`config.mk`:
```
export PLATFORM = sky130hd
export DESIGN_NAME = cpu_power_mode_control
export DESIGN_NICKNAME = d
export VERILOG_FILES = /design/src/core/power_mode_pkg.sv /design/src/core/clock_gate_cell.sv /design/src/core/cpu_power_mode_control.sv
export SDC_FILE = /design/constraint.sdc
export NUM_CORES = 1
export LEC_CHECK = 0
export ABC_CLOCK_PERIOD_IN_PS = 1830
export BUFFER_PORTS_ARGS = -buffer_cell sky130_fd_sc_hd__buf_2
export CORE_ASPECT_RATIO = 0.75
export CORE_MARGIN = 3
export CORE_UTILIZATION = 30
export DETAILED_ROUTE_END_ITERATION = 8
export PLACE_DENSITY_LB_ADDON = 0.12
export SYNTH_ARGS = -nofsm -noshare
export SYNTH_HDL_FRONTEND = slang
export SYNTH_SLANG_ARGS = --single-unit
export TNS_END_PERCENT = 50
```
`constraint.sdc`:
```
create_clock -name mclk_i -period 1.83 [get_ports mclk_i]
set_input_delay 0.0915 -clock mclk_i [delete_from_list [all_inputs] [get_ports mclk_i]]
set_output_delay 0.0915 -clock mclk_i [all_outputs]
set_load 0.02 [all_outputs]
```
`src/core/power_mode_pkg.sv`:
```
package power_mode_pkg;
    localparam logic [7:0] PCTL_ADDR = 8'h87;
    localparam int BIT_HALT = 0;
    localparam int BIT_SLEEP = 1;
    localparam int BIT_FLAG0 = 2;
    localparam int BIT_FLAG1 = 3;
    localparam int BIT_BAUD = 7;
    localparam logic [7:0] PCTL_RESET = 8'h00;
    localparam logic [7:0] PCTL_WMASK = 8'h8f;
    localparam int RST_MACHINE_CYCLES = 2;
    localparam int OSC_PER_MACHINE = 12;

    typedef enum logic [2:0] {
        ST_RUN = 3'b001,
        ST_IDLE = 3'b010,
        ST_DOWN = 3'b100
    } pmode_t;

    // Special function bus access from the CPU core
    typedef struct packed {
        logic wr;
        logic rd;
        logic [7:0] addr;
        logic [7:0] wdata;
    } sfr_req_t;

    // Pin drive decisions for strobes and ports
    typedef struct packed {
        logic ale;
        logic code_rd_n;
        logic p0_float;
        logic p2_from_latch;
    } pin_ctl_t;
endpackage : power_mode_pkg

```
`src/core/clock_gate_cell.sv`:
```
`timescale 1ns/1ns
`default_nettype none
// Latch-free gate enable: the enable is registered and qualifies the clock downstream
module clock_gate_cell
    import power_mode_pkg::*;
(
    // Clock and reset
    input wire logic mclk_i,
    input wire logic rst_n_i,
    // Control
    input wire logic run_i,
    output logic en_o
);
    typedef struct packed {
        logic en;
    } gate_state_t;
    gate_state_t st_r;
    gate_state_t st_nxt;

    // Next enable
    always_comb begin
        st_nxt = st_r;
        st_nxt.en = run_i;
    end

    // Register; enable high after reset so the clocks start running
    always_ff @(posedge mclk_i) begin
        if (!rst_n_i) begin
            st_r <= '{en: 1'b1};
        end else begin
            st_r <= st_nxt;
        end
    end

    assign en_o = st_r.en;
endmodule : clock_gate_cell
`default_nettype wire

```
`src/core/cpu_power_mode_control.sv`:
```
`timescale 1ns/1ns
`default_nettype none
// Power control register and Idle / Power Down sequencing
module cpu_power_mode_control
    import power_mode_pkg::*;
(
    // Clock and reset
    input wire logic mclk_i,
    input wire logic rst_n_i,
    // Special function register port from the CPU core
    input wire sfr_req_t sfr_i,
    input wire logic sfr_bit_op_i,
    input wire logic instr_done_i,
    output logic [7:0] sfr_rdata_o,
    output logic sfr_hit_o,
    // Interrupt system
    input wire logic irq_pending_i,
    // External program memory strap and run-mode strobe levels
    input wire logic ext_code_i,
    input wire logic ale_run_i,
    input wire logic code_rd_run_i,
    // Clock enables
    output logic cpu_clk_en_o,
    output logic periph_clk_en_o,
    output logic osc_en_o,
    // Mode and serial control
    output logic baud_double_o,
    output logic idle_o,
    output logic power_down_o,
    // Pin control
    output logic address_strobe_out_o,
    output logic code_read_strobe_o,
    output logic p0_float_o,
    output logic p2_from_latch_o
);
    typedef struct packed {
        logic [7:0] pctl;
        pmode_t mode;
        logic pend_halt;
        logic pend_sleep;
        logic ext_s1;
        logic ext_s2;
        logic [7:0] rdata;
        pin_ctl_t pins;
    } pm_state_t;

    pm_state_t st_r;
    pm_state_t st_nxt;
    logic hit;
    logic byte_wr;
    logic cpu_run;

    // Byte-wide access at one address; bit operations ignored
    assign hit = sfr_i.addr == PCTL_ADDR;
    assign byte_wr = sfr_i.wr && hit && !sfr_bit_op_i;
    assign sfr_hit_o = hit && !sfr_bit_op_i;

    // Next state of the whole controller
    always_comb begin
        st_nxt = st_r;
        st_nxt.ext_s1 = ext_code_i;
        st_nxt.ext_s2 = st_r.ext_s1;
        // Bit operations never reach the register, reads included
        if (sfr_i.rd && hit && !sfr_bit_op_i) begin
            st_nxt.rdata = st_r.pctl;
        end
        unique case (st_r.mode)
            ST_RUN: begin
                if (byte_wr) begin
                    // Reserved bits 6..4 hold zero rather than garbage
                    st_nxt.pctl = sfr_i.wdata & PCTL_WMASK;
                    st_nxt.pend_sleep = sfr_i.wdata[BIT_SLEEP];
                    st_nxt.pend_halt = sfr_i.wdata[BIT_HALT];
                end
                // Mode changes at the first instruction end at or after the write
                if (instr_done_i || (byte_wr && instr_done_i)) begin
                    if (st_nxt.pend_sleep) begin
                        st_nxt.mode = ST_DOWN;
                    end else if (st_nxt.pend_halt) begin
                        st_nxt.mode = ST_IDLE;
                    end
                    st_nxt.pend_sleep = 1'b0;
                    st_nxt.pend_halt = 1'b0;
                end
            end
            ST_IDLE: begin
                // Wake clears halt bit; CPU resumes at next instruction
                if (irq_pending_i) begin
                    st_nxt.pctl[BIT_HALT] = 1'b0;
                    st_nxt.mode = ST_RUN;
                end
            end
            ST_DOWN: begin
                // Nothing but reset leaves; register contents kept
                st_nxt.mode = ST_DOWN;
            end
            default: begin
                st_nxt.mode = ST_RUN;
            end
        endcase
        // Pin states per mode
        st_nxt.pins.ale = ale_run_i;
        st_nxt.pins.code_rd_n = code_rd_run_i;
        st_nxt.pins.p0_float = 1'b0;
        st_nxt.pins.p2_from_latch = 1'b0;
        if (st_nxt.mode == ST_IDLE) begin
            st_nxt.pins.ale = 1'b1;
            st_nxt.pins.code_rd_n = 1'b1;
            st_nxt.pins.p0_float = st_r.ext_s2;
        end else if (st_nxt.mode == ST_DOWN) begin
            st_nxt.pins.ale = 1'b0;
            st_nxt.pins.code_rd_n = 1'b0;
            st_nxt.pins.p0_float = st_r.ext_s2;
            st_nxt.pins.p2_from_latch = 1'b1;
        end
    end

    // Synchronous reset restores the documented reset image
    always_ff @(posedge mclk_i) begin
        if (!rst_n_i) begin
            st_r <= '{pctl: PCTL_RESET, mode: ST_RUN, pend_halt: 1'b0,
                      pend_sleep: 1'b0, ext_s1: 1'b0, ext_s2: 1'b0,
                      rdata: 8'h00, pins: '{ale: 1'b1, code_rd_n: 1'b1,
                      p0_float: 1'b0, p2_from_latch: 1'b0}};
        end else begin
            st_r <= st_nxt;
        end
    end

    // Only the CPU clock drops in Idle; CPU state freezes with it
    assign cpu_run = (st_nxt.mode == ST_RUN);

    clock_gate_cell u_cpu_gate (
        .mclk_i(mclk_i),
        .rst_n_i(rst_n_i),
        .run_i(cpu_run),
        .en_o(cpu_clk_en_o)
    );

    // Peripherals and oscillator stop only in Power Down
    assign periph_clk_en_o = st_r.mode != ST_DOWN;
    assign osc_en_o = st_r.mode != ST_DOWN;

    assign sfr_rdata_o = st_r.rdata;
    assign baud_double_o = st_r.pctl[BIT_BAUD];
    assign idle_o = st_r.mode == ST_IDLE;
    assign power_down_o = st_r.mode == ST_DOWN;
    assign address_strobe_out_o = st_r.pins.ale;
    assign code_read_strobe_o = st_r.pins.code_rd_n;
    assign p0_float_o = st_r.pins.p0_float;
    assign p2_from_latch_o = st_r.pins.p2_from_latch;
endmodule : cpu_power_mode_control
`default_nettype wire

```
==> results.toml, run 1 <==
[run_status]
status = "complete, no violations"

[critical_path]
critPathLaunch = "st_r[17]"
critical_path_arrival_ns = 1.70
cp_num_buf_inv = 0
worst_path_max_delay_cell = "dfxtp_1"
cp_max_fo = 8
crit_family = "compound AO/OA/AOI/OAI gates"
path_cells = "or3b_1 > a21oi_1 > o21ai_0 > a21o_1"
crit_required_ns = 1.99
cp-start-kind = "flop"
critPathCaptureType = "flop"
cpPeakStageDelay_ns = 0.48
regToRegStartpoint = "st_r[17]"
path_class = "flop to flop"

[yosys]
synth_top_cell_by_area = "dfxtp_1"
synth_edf_count = 0
synth_warnings = 0
syn_area_per_cell_um2 = 9.86
ys.flop_type = "dfxtp_1"
ys_types = 37
ys_seq_elements = 22
yosys-top-cells-area = "dfxtp_1 40%, mux2i_1 9.1%, nor2b_1 6.9%, buf_4 6.2%, and2_1 2.9%"
synthTopCellsByCount = "22 x dfxtp_1, 12 x nor2b_1, 10 x mux2i_1, 9 x buf_4"
ys_async_sr_fraction_pct = 0
synth-seq-area-share_pct = 40.2
synth.most_common_cell = "dfxtp_1"
synth_top_area_share_pct = 40.2
syn-cell-area_mm2 = 0.00109
syn_inst = 111

[placement]
globalplace.congestion = 0.750
dpl.hpwl_um = 1800
io_buffer_count = 38

[die]
fp.dieH_um = 58.3
dieWidth_um = 75.8
num_rows = 18
start_util_pct = 32.2
die_area_mm2 = 0.00442
io_pins = 45
core_mm2 = 0.00340

[final_layout]
drive_gt1_share_pct = 34.7
register_area_um2 = 440
synthToLayoutAreaGrowth_pct = 23.8
nFillCells = 360
multi_input_area_um2 = 564
diodes = 0
layout.nets = 171

[clocking]
cts_tree = "built"
cts_buffers = 3
clkSinkCount = 22
htree_levels = 1
insertion_delay_ns = 0.26
cts_setup_buffers = 0
cts_root_buf = "clkbuf_8"
clockBufferDepth = 2
hold_buffers = 0
cts_resized = 0
cts.clk_slew.worst_paths_ns = 0.08

[timing]
finalSetupTns_ns = 0
whs_ns = 0.0300
period_minus_slack_ns = 1.54
slew_viol_final = 0
fmax_mhz = 651
worstMarginPinSlew_ns = 0.579
hold_viol = 0
maxSlewHeadroom_pct = 61.0
setup_viol = 0
rsz0062_at_grt = "false"
finalCritPeriodShare_pct = 84.0
skew_ns = 0.00466

[routing]
routed_wl_um = 2230
viasPerCell = 4.51
drcViolationCount = 0
wire_per_inst_um = 11.5
drt_iter0_markers = 55
antenna_left = 0
num_vias = 875
drt-pass1-iter-count = 4

[power_and_ir_drop]
ir_drop_v = 0.000444
p_leak_nw = 0.646
seq_power_share_pct = 48.5
p_clk_share_pct = 44.2
power_density_mw_per_mm2 = 736
p_int_mw = 0.808
p_comb_share_pct = 7.3
switching_power_mw = 0.189
netSwitchingFraction_pct = 18.9
power_mw = 0.997

[global_routing]
antenna_found_initial = 0
grt_pass1_vias = 824
grt_pass1_wl_um = 3640
grt_usage_pct = 11.2
overflow = 0
grt_max_degree = 22

[worst_hold_path]
hold_path.startpoint = "ext_code_i"
hp-class = "input port to flop"

[job]
max-cap-violations = 0
==> power by group through the flow <==
stage	sequential [mW]	combinational, mW	clock, mW
6_report	0.484	0.0732	0.440
3_5_place_dp	0.495	0.0737	0
3_3_place_gp	0.495	0.0721	0
4_1_cts	0.484	0.0739	0.457
5_1_grt	0.484	0.0817	0.480
2_1_floorplan	0.498	0.0401	0
==> path summary, 6_finish.rpt <==
path / end / slack [ns] / cells past startpoint
max: u_cpu_gate.en_o / 0.29 / 4
min: st_nxt[12] / 0.03 / 2
max reg2reg: u_cpu_gate.en_o / 0.29 / 4
min reg2reg: p0_float_o / 0.43 / 2
==> metrics by stage <==
stage	utilization, %	cells	instance area, um2	worst slack [ns]
after detailed placement	37.7	190	1280	0.285
after floorplan	-	113	1100	0.242
final	39.8	194	1360	0.294
after global placement	37.7	190	1280	0.293
after global routing	39.8	194	1360	0.114
after CTS	39.8	194	1360	0.295
==> worst register-to-register path, stage by stage, from the launching register on <==
cell	delay [ns]
dfxtp_1	0.48
or3b_1	0.38
a21oi_1	0.14
o21ai_0	0.21
a21o_1	0.23
==> cell usage in the layout (no fill, tap or decap), drive strengths merged <==
| cell type | Yosys | final |
|---|---|---|
| buf | 9 | 39 |
| dfxtp | 22 | 22 |
| nor2b | 12 | 12 |
| mux2i | 10 | 10 |
| inv | 5 | 5 |
| and2 | 5 | 5 |
| nand2 | 4 | 4 |
| nand2b | 3 | 3 |
| a21oi | 3 | 3 |
| conb | 1 | 3 |
| clkbuf | 3 | 3 |
| nand4 | 3 | 3 |
| nor2 | 2 | 2 |
| o21ai | 2 | 2 |
| a21boi | 2 | 2 |
| a21o | 2 | 2 |
| nand4b | 2 | 2 |
| o22ai | 2 | 2 |
| o211ai | 2 | 2 |
| nor3b | 2 | 2 |
| nor4b | 2 | 2 |
| and3 | 2 | 2 |
| and3b | 1 | 1 |
| and4b | 1 | 1 |
| a31oi | 1 | 1 |
| and4 | 1 | 1 |
| o31ai | 1 | 1 |
| nand3b | 1 | 1 |
| or3b | 1 | 1 |
| mux2 | 1 | 1 |
| nand3 | 1 | 1 |
| o21a | 1 | 1 |
| a211oi | 1 | 1 |
| bufinv | 0 | 1 |
==> cells by family (layout without fill, tap and decap cells) <==
| kind of cell | Yosys count | count (layout) | share of synthesized area (%) |
|---|---|---|---|
| compound gates | 17 | 17 | 10.6 |
| buf+inv | 17 | 48 | 8.91 |
| flops | 22 | 22 | 40.2 |
| mux | 11 | 11 | 10.5 |
| other cells | 1 | 3 | 0.343 |
| simple gates | 43 | 43 | 29.4 |
==> registers in the layout, summed over array words and instances, names as in the netlist <==
signal and cells:
sfr_rdata_o 5, p2_from_latch_o 1, baud_double_o 1, code_read_strobe_o 1, p0_float_o 1, address_strobe_out_o 1, st_r 10, u_cpu_gate.en_o 1
st_nxt 1
==> metal layers <==
layer / routed length [um] / global-route usage [%] / vias up / share of wire (%)
li1: - / - / 441 / -
met1: 992 / 13.2 / 406 / 45
met2: 1050 / 18.3 / 26 / 47
met3: 163 / 4.61 / 2 / 7.3
met4: 19 / 3.74 / 0 / 0.85
met5: 0 / 0 / - / 0
==> area by class of cell <==
cell class,instances,area share [%]
Clock buffer,3,3.05
Tap cell,50,4.62
Multi-Input combinational cell,74,41.6
Sequential cell,22,32.5
Clock inverter,1,2.22
Inverter,5,1.39
Timing Repair Buffer,39,14.6
Power figures use the tool's default switching activity.
==> run 2: changes to the inputs <==
--- a/config.mk
+++ b/config.mk
@@ -5,7 +5,7 @@
 export SDC_FILE = /design/constraint.sdc
 export NUM_CORES = 1
 export LEC_CHECK = 0
-export ABC_CLOCK_PERIOD_IN_PS = 1830
+export ABC_CLOCK_PERIOD_IN_PS = 1500
 export BUFFER_PORTS_ARGS = -buffer_cell sky130_fd_sc_hd__buf_2
 export CORE_ASPECT_RATIO = 0.75
 export CORE_MARGIN = 3
==> constraint.sdc (replaced) <==
create_clock -name mclk_i -period 1.5 [get_ports mclk_i]
set_input_delay 0.075 -clock mclk_i [delete_from_list [all_inputs] [get_ports mclk_i]]
set_output_delay 0.075 -clock mclk_i [all_outputs]
set_load 0.02 [all_outputs]
==> run 2 against run 1 <==
Against the previous run:
- first-iteration DRC count shrank 47%
- register-to-register slack lost 0.13 ns
- worst hold slack lost 0.016 ns
- sequential power grew 22%
- power grew 22%
- cell count grew 3.6%
- highest routed layer unchanged
==> results.toml, run 2 (synthesis results as in run 1) <==
[final_layout]
final_cell_area_mm2 = 0.00142
postLayoutCoreUtil_pct = 41.6
largest-register = "st_r"
drive_gt1_share_pct = 39.7
largest_register_ffs = 10
synthToLayoutAreaGrowth_pct = 29.3
diodes = 0
nFillCells = 356
final_cell_mix = "38 x buf_2, 20 x dfxtp_1, 12 x nor2b_1"
layout.nets = 178
final_common_cell = "buf_2"

[power_and_ir_drop]
p_leak_nw = 0.681
power_density_mw_per_mm2 = 862
ir_drop_v = 0.000488
power_mw = 1.22

[timing]
period_minus_slack_ns = 1.34
hold_viol = 0
skew_ns = 0.00597
fmax_mhz = 747
rsz0062_at_grt = "false"
setup_viol = 0
finalSetupTns_ns = 0
finalCritPeriodShare_pct = 89.3
slew_viol_final = 0

[clocking]
cts_buffers = 3
clockBufferDepth = 2
insertion_delay_ns = 0.26
clkSinkCount = 22
cts_setup_buffers = 0
htree_levels = 1
cts_root_buf = "clkbuf_8"
cts.clk_slew.worst_paths_ns = 0.08
cts_tree = "built"

[global_routing]
grt_pass1_wl_um = 3660
grt_max_degree = 21
antenna_found_initial = 0
grt_pass1_vias = 808
grt_usage_pct = 10.9
overflow = 0

[critical_path]
cp-start-kind = "flop"
reg2reg_setup_slack_ns = 0.16
critPathCaptureType = "flop"
critical_path_arrival_ns = 1.49
regToRegStartpoint = "st_r[17]"
crit_required_ns = 1.65
reg2reg_depth = 5
r2r_end = "st_r[19]"
path_class = "flop to flop"
cp_max_fo = 5

[routing]
drcViolationCount = 0
drt_iter0_markers = 29
drt-pass1-iter-count = 4
antenna_left = 0
wire_per_inst_um = 11.0
routed_wl_um = 2210
num_vias = 890
viasPerCell = 4.43

[worst_hold_path]
min_path_cells = 2
hold_path_end = "st_nxt[12]"
hp-class = "input port to flop"
hold_path.startpoint = "ext_code_i"

[placement]
io_buffer_count = 38
globalplace.congestion = 0.789
dpl.hpwl_um = 1800
placed_area_mm2 = 0.00134

[die]
io_pins = 45
num_rows = 18
start_util_pct = 32.2
die_area_mm2 = 0.00442
core_mm2 = 0.00340
fp.dieH_um = 58.3
dieWidth_um = 75.8

[job]
max-cap-violations = 0

[run_status]
status = "complete, no violations"
## run 2: repair_timing
item,in CTS,in global routing
hold buffers,0,0
gates resized for setup,0,3
endpoints found under the setup margin,0,8
## run 2: worst max-delay path by stage
stage,start,slack (ns),endpoint,cells after the start
floorplan,st_r[18],0.07,st_r[16],4
global placement,st_r[16],0.08,p0_float_o,4
detailed placement,st_r[16],0.09,u_cpu_gate.en_o,4
CTS,st_r[16],0.06,p0_float_o,4
global route,st_r[17],0.05,baud_double_o,5
finish,st_r[17],0.16,st_r[19],5
## run 2: final cells by class
class	instances	area (um2)	area share [%]
tap	50	62.6	4.42
sequential	22	443	31.3
inverter	5	18.8	1.33
clock inverter	1	30.0	2.12
clock buffer	3	41.3	2.92
multi-input combinational	74	569	40.2
timing repair buffer	46	250	17.7
## run 2: per-stage QoR
stage / hold WS [ns] / worst slack [ns] / cells
2_1_floorplan: 0.202 / 0.0696 / 113
3_3_place_gp: 0.283 / 0.0755 / 197
3_5_place_dp: 0.287 / 0.0872 / 197
4_1_cts: 0.00319 / 0.0629 / 201
5_1_grt: 0.0122 / 0.0482 / 201
6_report: 0.0138 / 0.160 / 201
## run 2: metal layers
metal,routed length [um],GRT usage (%)
met5,0,0
met4,11,2.99
met3,125,3.75
met2,1030,16.6
met1,1040,14.5
## run 2: critical path: stages (launching register included)
cell     delay [ns]
dfxtp_1        0.33
buf_4          0.16
nor3b_4        0.20
nand4_2        0.26
mux2i_1        0.22
nor2b_1        0.06
## run 2: report_power, final
group	leakage [nW]	switching, mW	total, mW	internal [mW]
Combinational	0.467	0.0492	0.0955	0.0464
Clock	0.0357	0.178	0.535	0.356
Sequential	0.178	0.00121	0.590	0.589
==> run 3: changes to the inputs <==
--- a/config.mk
+++ b/config.mk
@@ -5,10 +5,10 @@
 export SDC_FILE = /design/constraint.sdc
 export NUM_CORES = 1
 export LEC_CHECK = 0
-export ABC_CLOCK_PERIOD_IN_PS = 1500
+export ABC_CLOCK_PERIOD_IN_PS = 1650
 export BUFFER_PORTS_ARGS = -buffer_cell sky130_fd_sc_hd__buf_2
 export CORE_ASPECT_RATIO = 0.75
-export CORE_MARGIN = 3
+export CORE_MARGIN = 5
 export CORE_UTILIZATION = 30
 export DETAILED_ROUTE_END_ITERATION = 8
 export PLACE_DENSITY_LB_ADDON = 0.12
==> constraint.sdc (replaced) <==
create_clock -name mclk_i -period 1.65 [get_ports mclk_i]
set_input_delay 0.0825 -clock mclk_i [delete_from_list [all_inputs] [get_ports mclk_i]]
set_output_delay 0.0825 -clock mclk_i [all_outputs]
set_load 0.02 [all_outputs]
==> run 3 against run 2 <==
Against the previous run:
- flip-flop and latch count is the same
- worst hold slack improved by 0.020 ns
- die area increased by 13%
- routed wire length up 5.3%
- clock skew decreased by 0.0041 ns
- combinational power shrank 14%
- largest power group unchanged
- non-clock buffer count shrank 5
- via count decreased by 4.8%
- cell area fell by 5.1%
- utilization shrank 4.2 points
==> results.toml, run 3 (synthesis results as in run 1) <==
[run_status]
status = "complete, no violations"

[critical_path]
cp_max_fo = 8
worst_path_max_delay_cell = "dfxtp_1"
critical_path_arrival_ns = 1.59
path_class = "flop to flop"
cpPeakStageDelay_ns = 0.38
path_cells = "or3b_1 > a21oi_1 > o21ai_0 > a211oi_2"
cp_num_buf_inv = 0
crit_required_ns = 1.82
crit_family = "compound AO/OA/AOI/OAI gates"
critPathCaptureType = "flop"
cp-start-kind = "flop"

[timing]
finalSetupTns_ns = 0
worstMarginPinSlew_ns = 0.523
setup_viol = 0
period_minus_slack_ns = 1.42
rsz0062_at_grt = "false"
hold_viol = 0
whs_ns = 0.0334
slew_viol_final = 0
skew_ns = 0.00187
finalCritPeriodShare_pct = 86.0
maxSlewHeadroom_pct = 64.8
fmax_mhz = 705

[power_and_ir_drop]
p_leak_nw = 0.643
power_density_mw_per_mm2 = 695
ir_drop_v = 0.000367

[die]
fp.dieH_um = 62.3
io_pins = 45
dieWidth_um = 79.8
num_rows = 19
die_area_mm2 = 0.00497
core_mm2 = 0.00359
start_util_pct = 30.5

[final_layout]
largest_register_ffs = 10
synthToLayoutAreaGrowth_pct = 22.6
layout.nets = 173
largest-register = "st_r"
final_common_cell = "buf_2"
drive_gt1_share_pct = 35.2
diodes = 0
fin_cells = 197
final_cell_mix = "38 x buf_2, 22 x dfxtp_1, 12 x nor2b_1"
postLayoutCoreUtil_pct = 37.4

[routing]
num_vias = 847
drt_iter0_markers = 55
routed_wl_um = 2320
drcViolationCount = 0
drt-pass1-iter-count = 4
viasPerCell = 4.30
wire_per_inst_um = 11.8
antenna_left = 0

[global_routing]
grt_usage_pct = 10.1
overflow = 0
grt_pass1_wl_um = 3970
antenna_found_initial = 0
grt_pass1_vias = 855
grt_max_degree = 22

[placement]
io_buffer_count = 38
dpl.hpwl_um = 1870
globalplace.congestion = 0.743
placed_cells = 194

[clocking]
cts_root_buf = "clkbuf_8"
htree_levels = 1
cts_buffers = 3
cts_tree = "built"
cts_resized = 0
hold_buffers = 0
clkSinkCount = 22
cts_setup_buffers = 0
cts.clk_slew.worst_paths_ns = 0.07
clockBufferDepth = 2
insertion_delay_ns = 0.25

[worst_hold_path]
hp-class = "input port to flop"

[job]
max-cap-violations = 0
## run 3: cell count changes in the layout (fill, tap and decap cells not counted), sizes merged
cell | before | now
bufinv | 1 | 0
buf | 46 | 41
## run 3: worst paths after layout
path | to | slack, ns | cells after the start | start
min reg2reg | p0_float_o | 0.43 | 2 | st_r[12]
min | st_nxt[12] | 0.03 | 2 | ext_code_i
max | p0_float_o | 0.23 | 4 | st_r[16]
max reg2reg | p0_float_o | 0.23 | 4 | st_r[16]
## run 3: layout make-up
| type | count | area (um2) |
|---|---|---|
| fillers | 389 | 2250 |
| multi-input cells | 74 | 564 |
| flip-flops and latches | 22 | 440 |
| repair buffers | 41 | 213 |
| well taps | 52 | 65.1 |
| clock buffers | 3 | 41.3 |
| inverters | 5 | 18.8 |
## run 3: through the flow
stage / setup WS (ns) / total power [mW] / cell area [um2]
6_report: 0.231 / 0.934 / 1340
5_1_grt: 0.0608 / 0.987 / 1340
4_1_cts: 0.235 / 0.952 / 1340
3_5_place_dp: 0.120 / 0.632 / 1300
3_3_place_gp: 0.176 / 0.630 / 1300
2_1_floorplan: 0.0624 / 0.597 / 1100
## run 3: routing by layer
metal	wire length, um	track usage [%]
met5	0	0
met4	18	2.53
met3	136	4.05
met2	1040	16.3
met1	1130	12.5
## run 3: power breakdown
| group | leakage [nW] | internal (mW) | switching, mW |
|---|---|---|---|
| Clock | 0.0216 | 0.162 | 0.152 |
| Sequential | 0.178 | 0.536 | 0.00102 |
| Combinational | 0.443 | 0.0382 | 0.0442 |
| Total | 0.643 | 0.736 | 0.198 |
## run 3: worst reg2reg max path, stage by stage (launching register included)
cell and delay [ns]:
dfxtp_1 0.38, or3b_1 0.37, a21oi_1 0.14, o21ai_0 0.20, a211oi_2 0.26
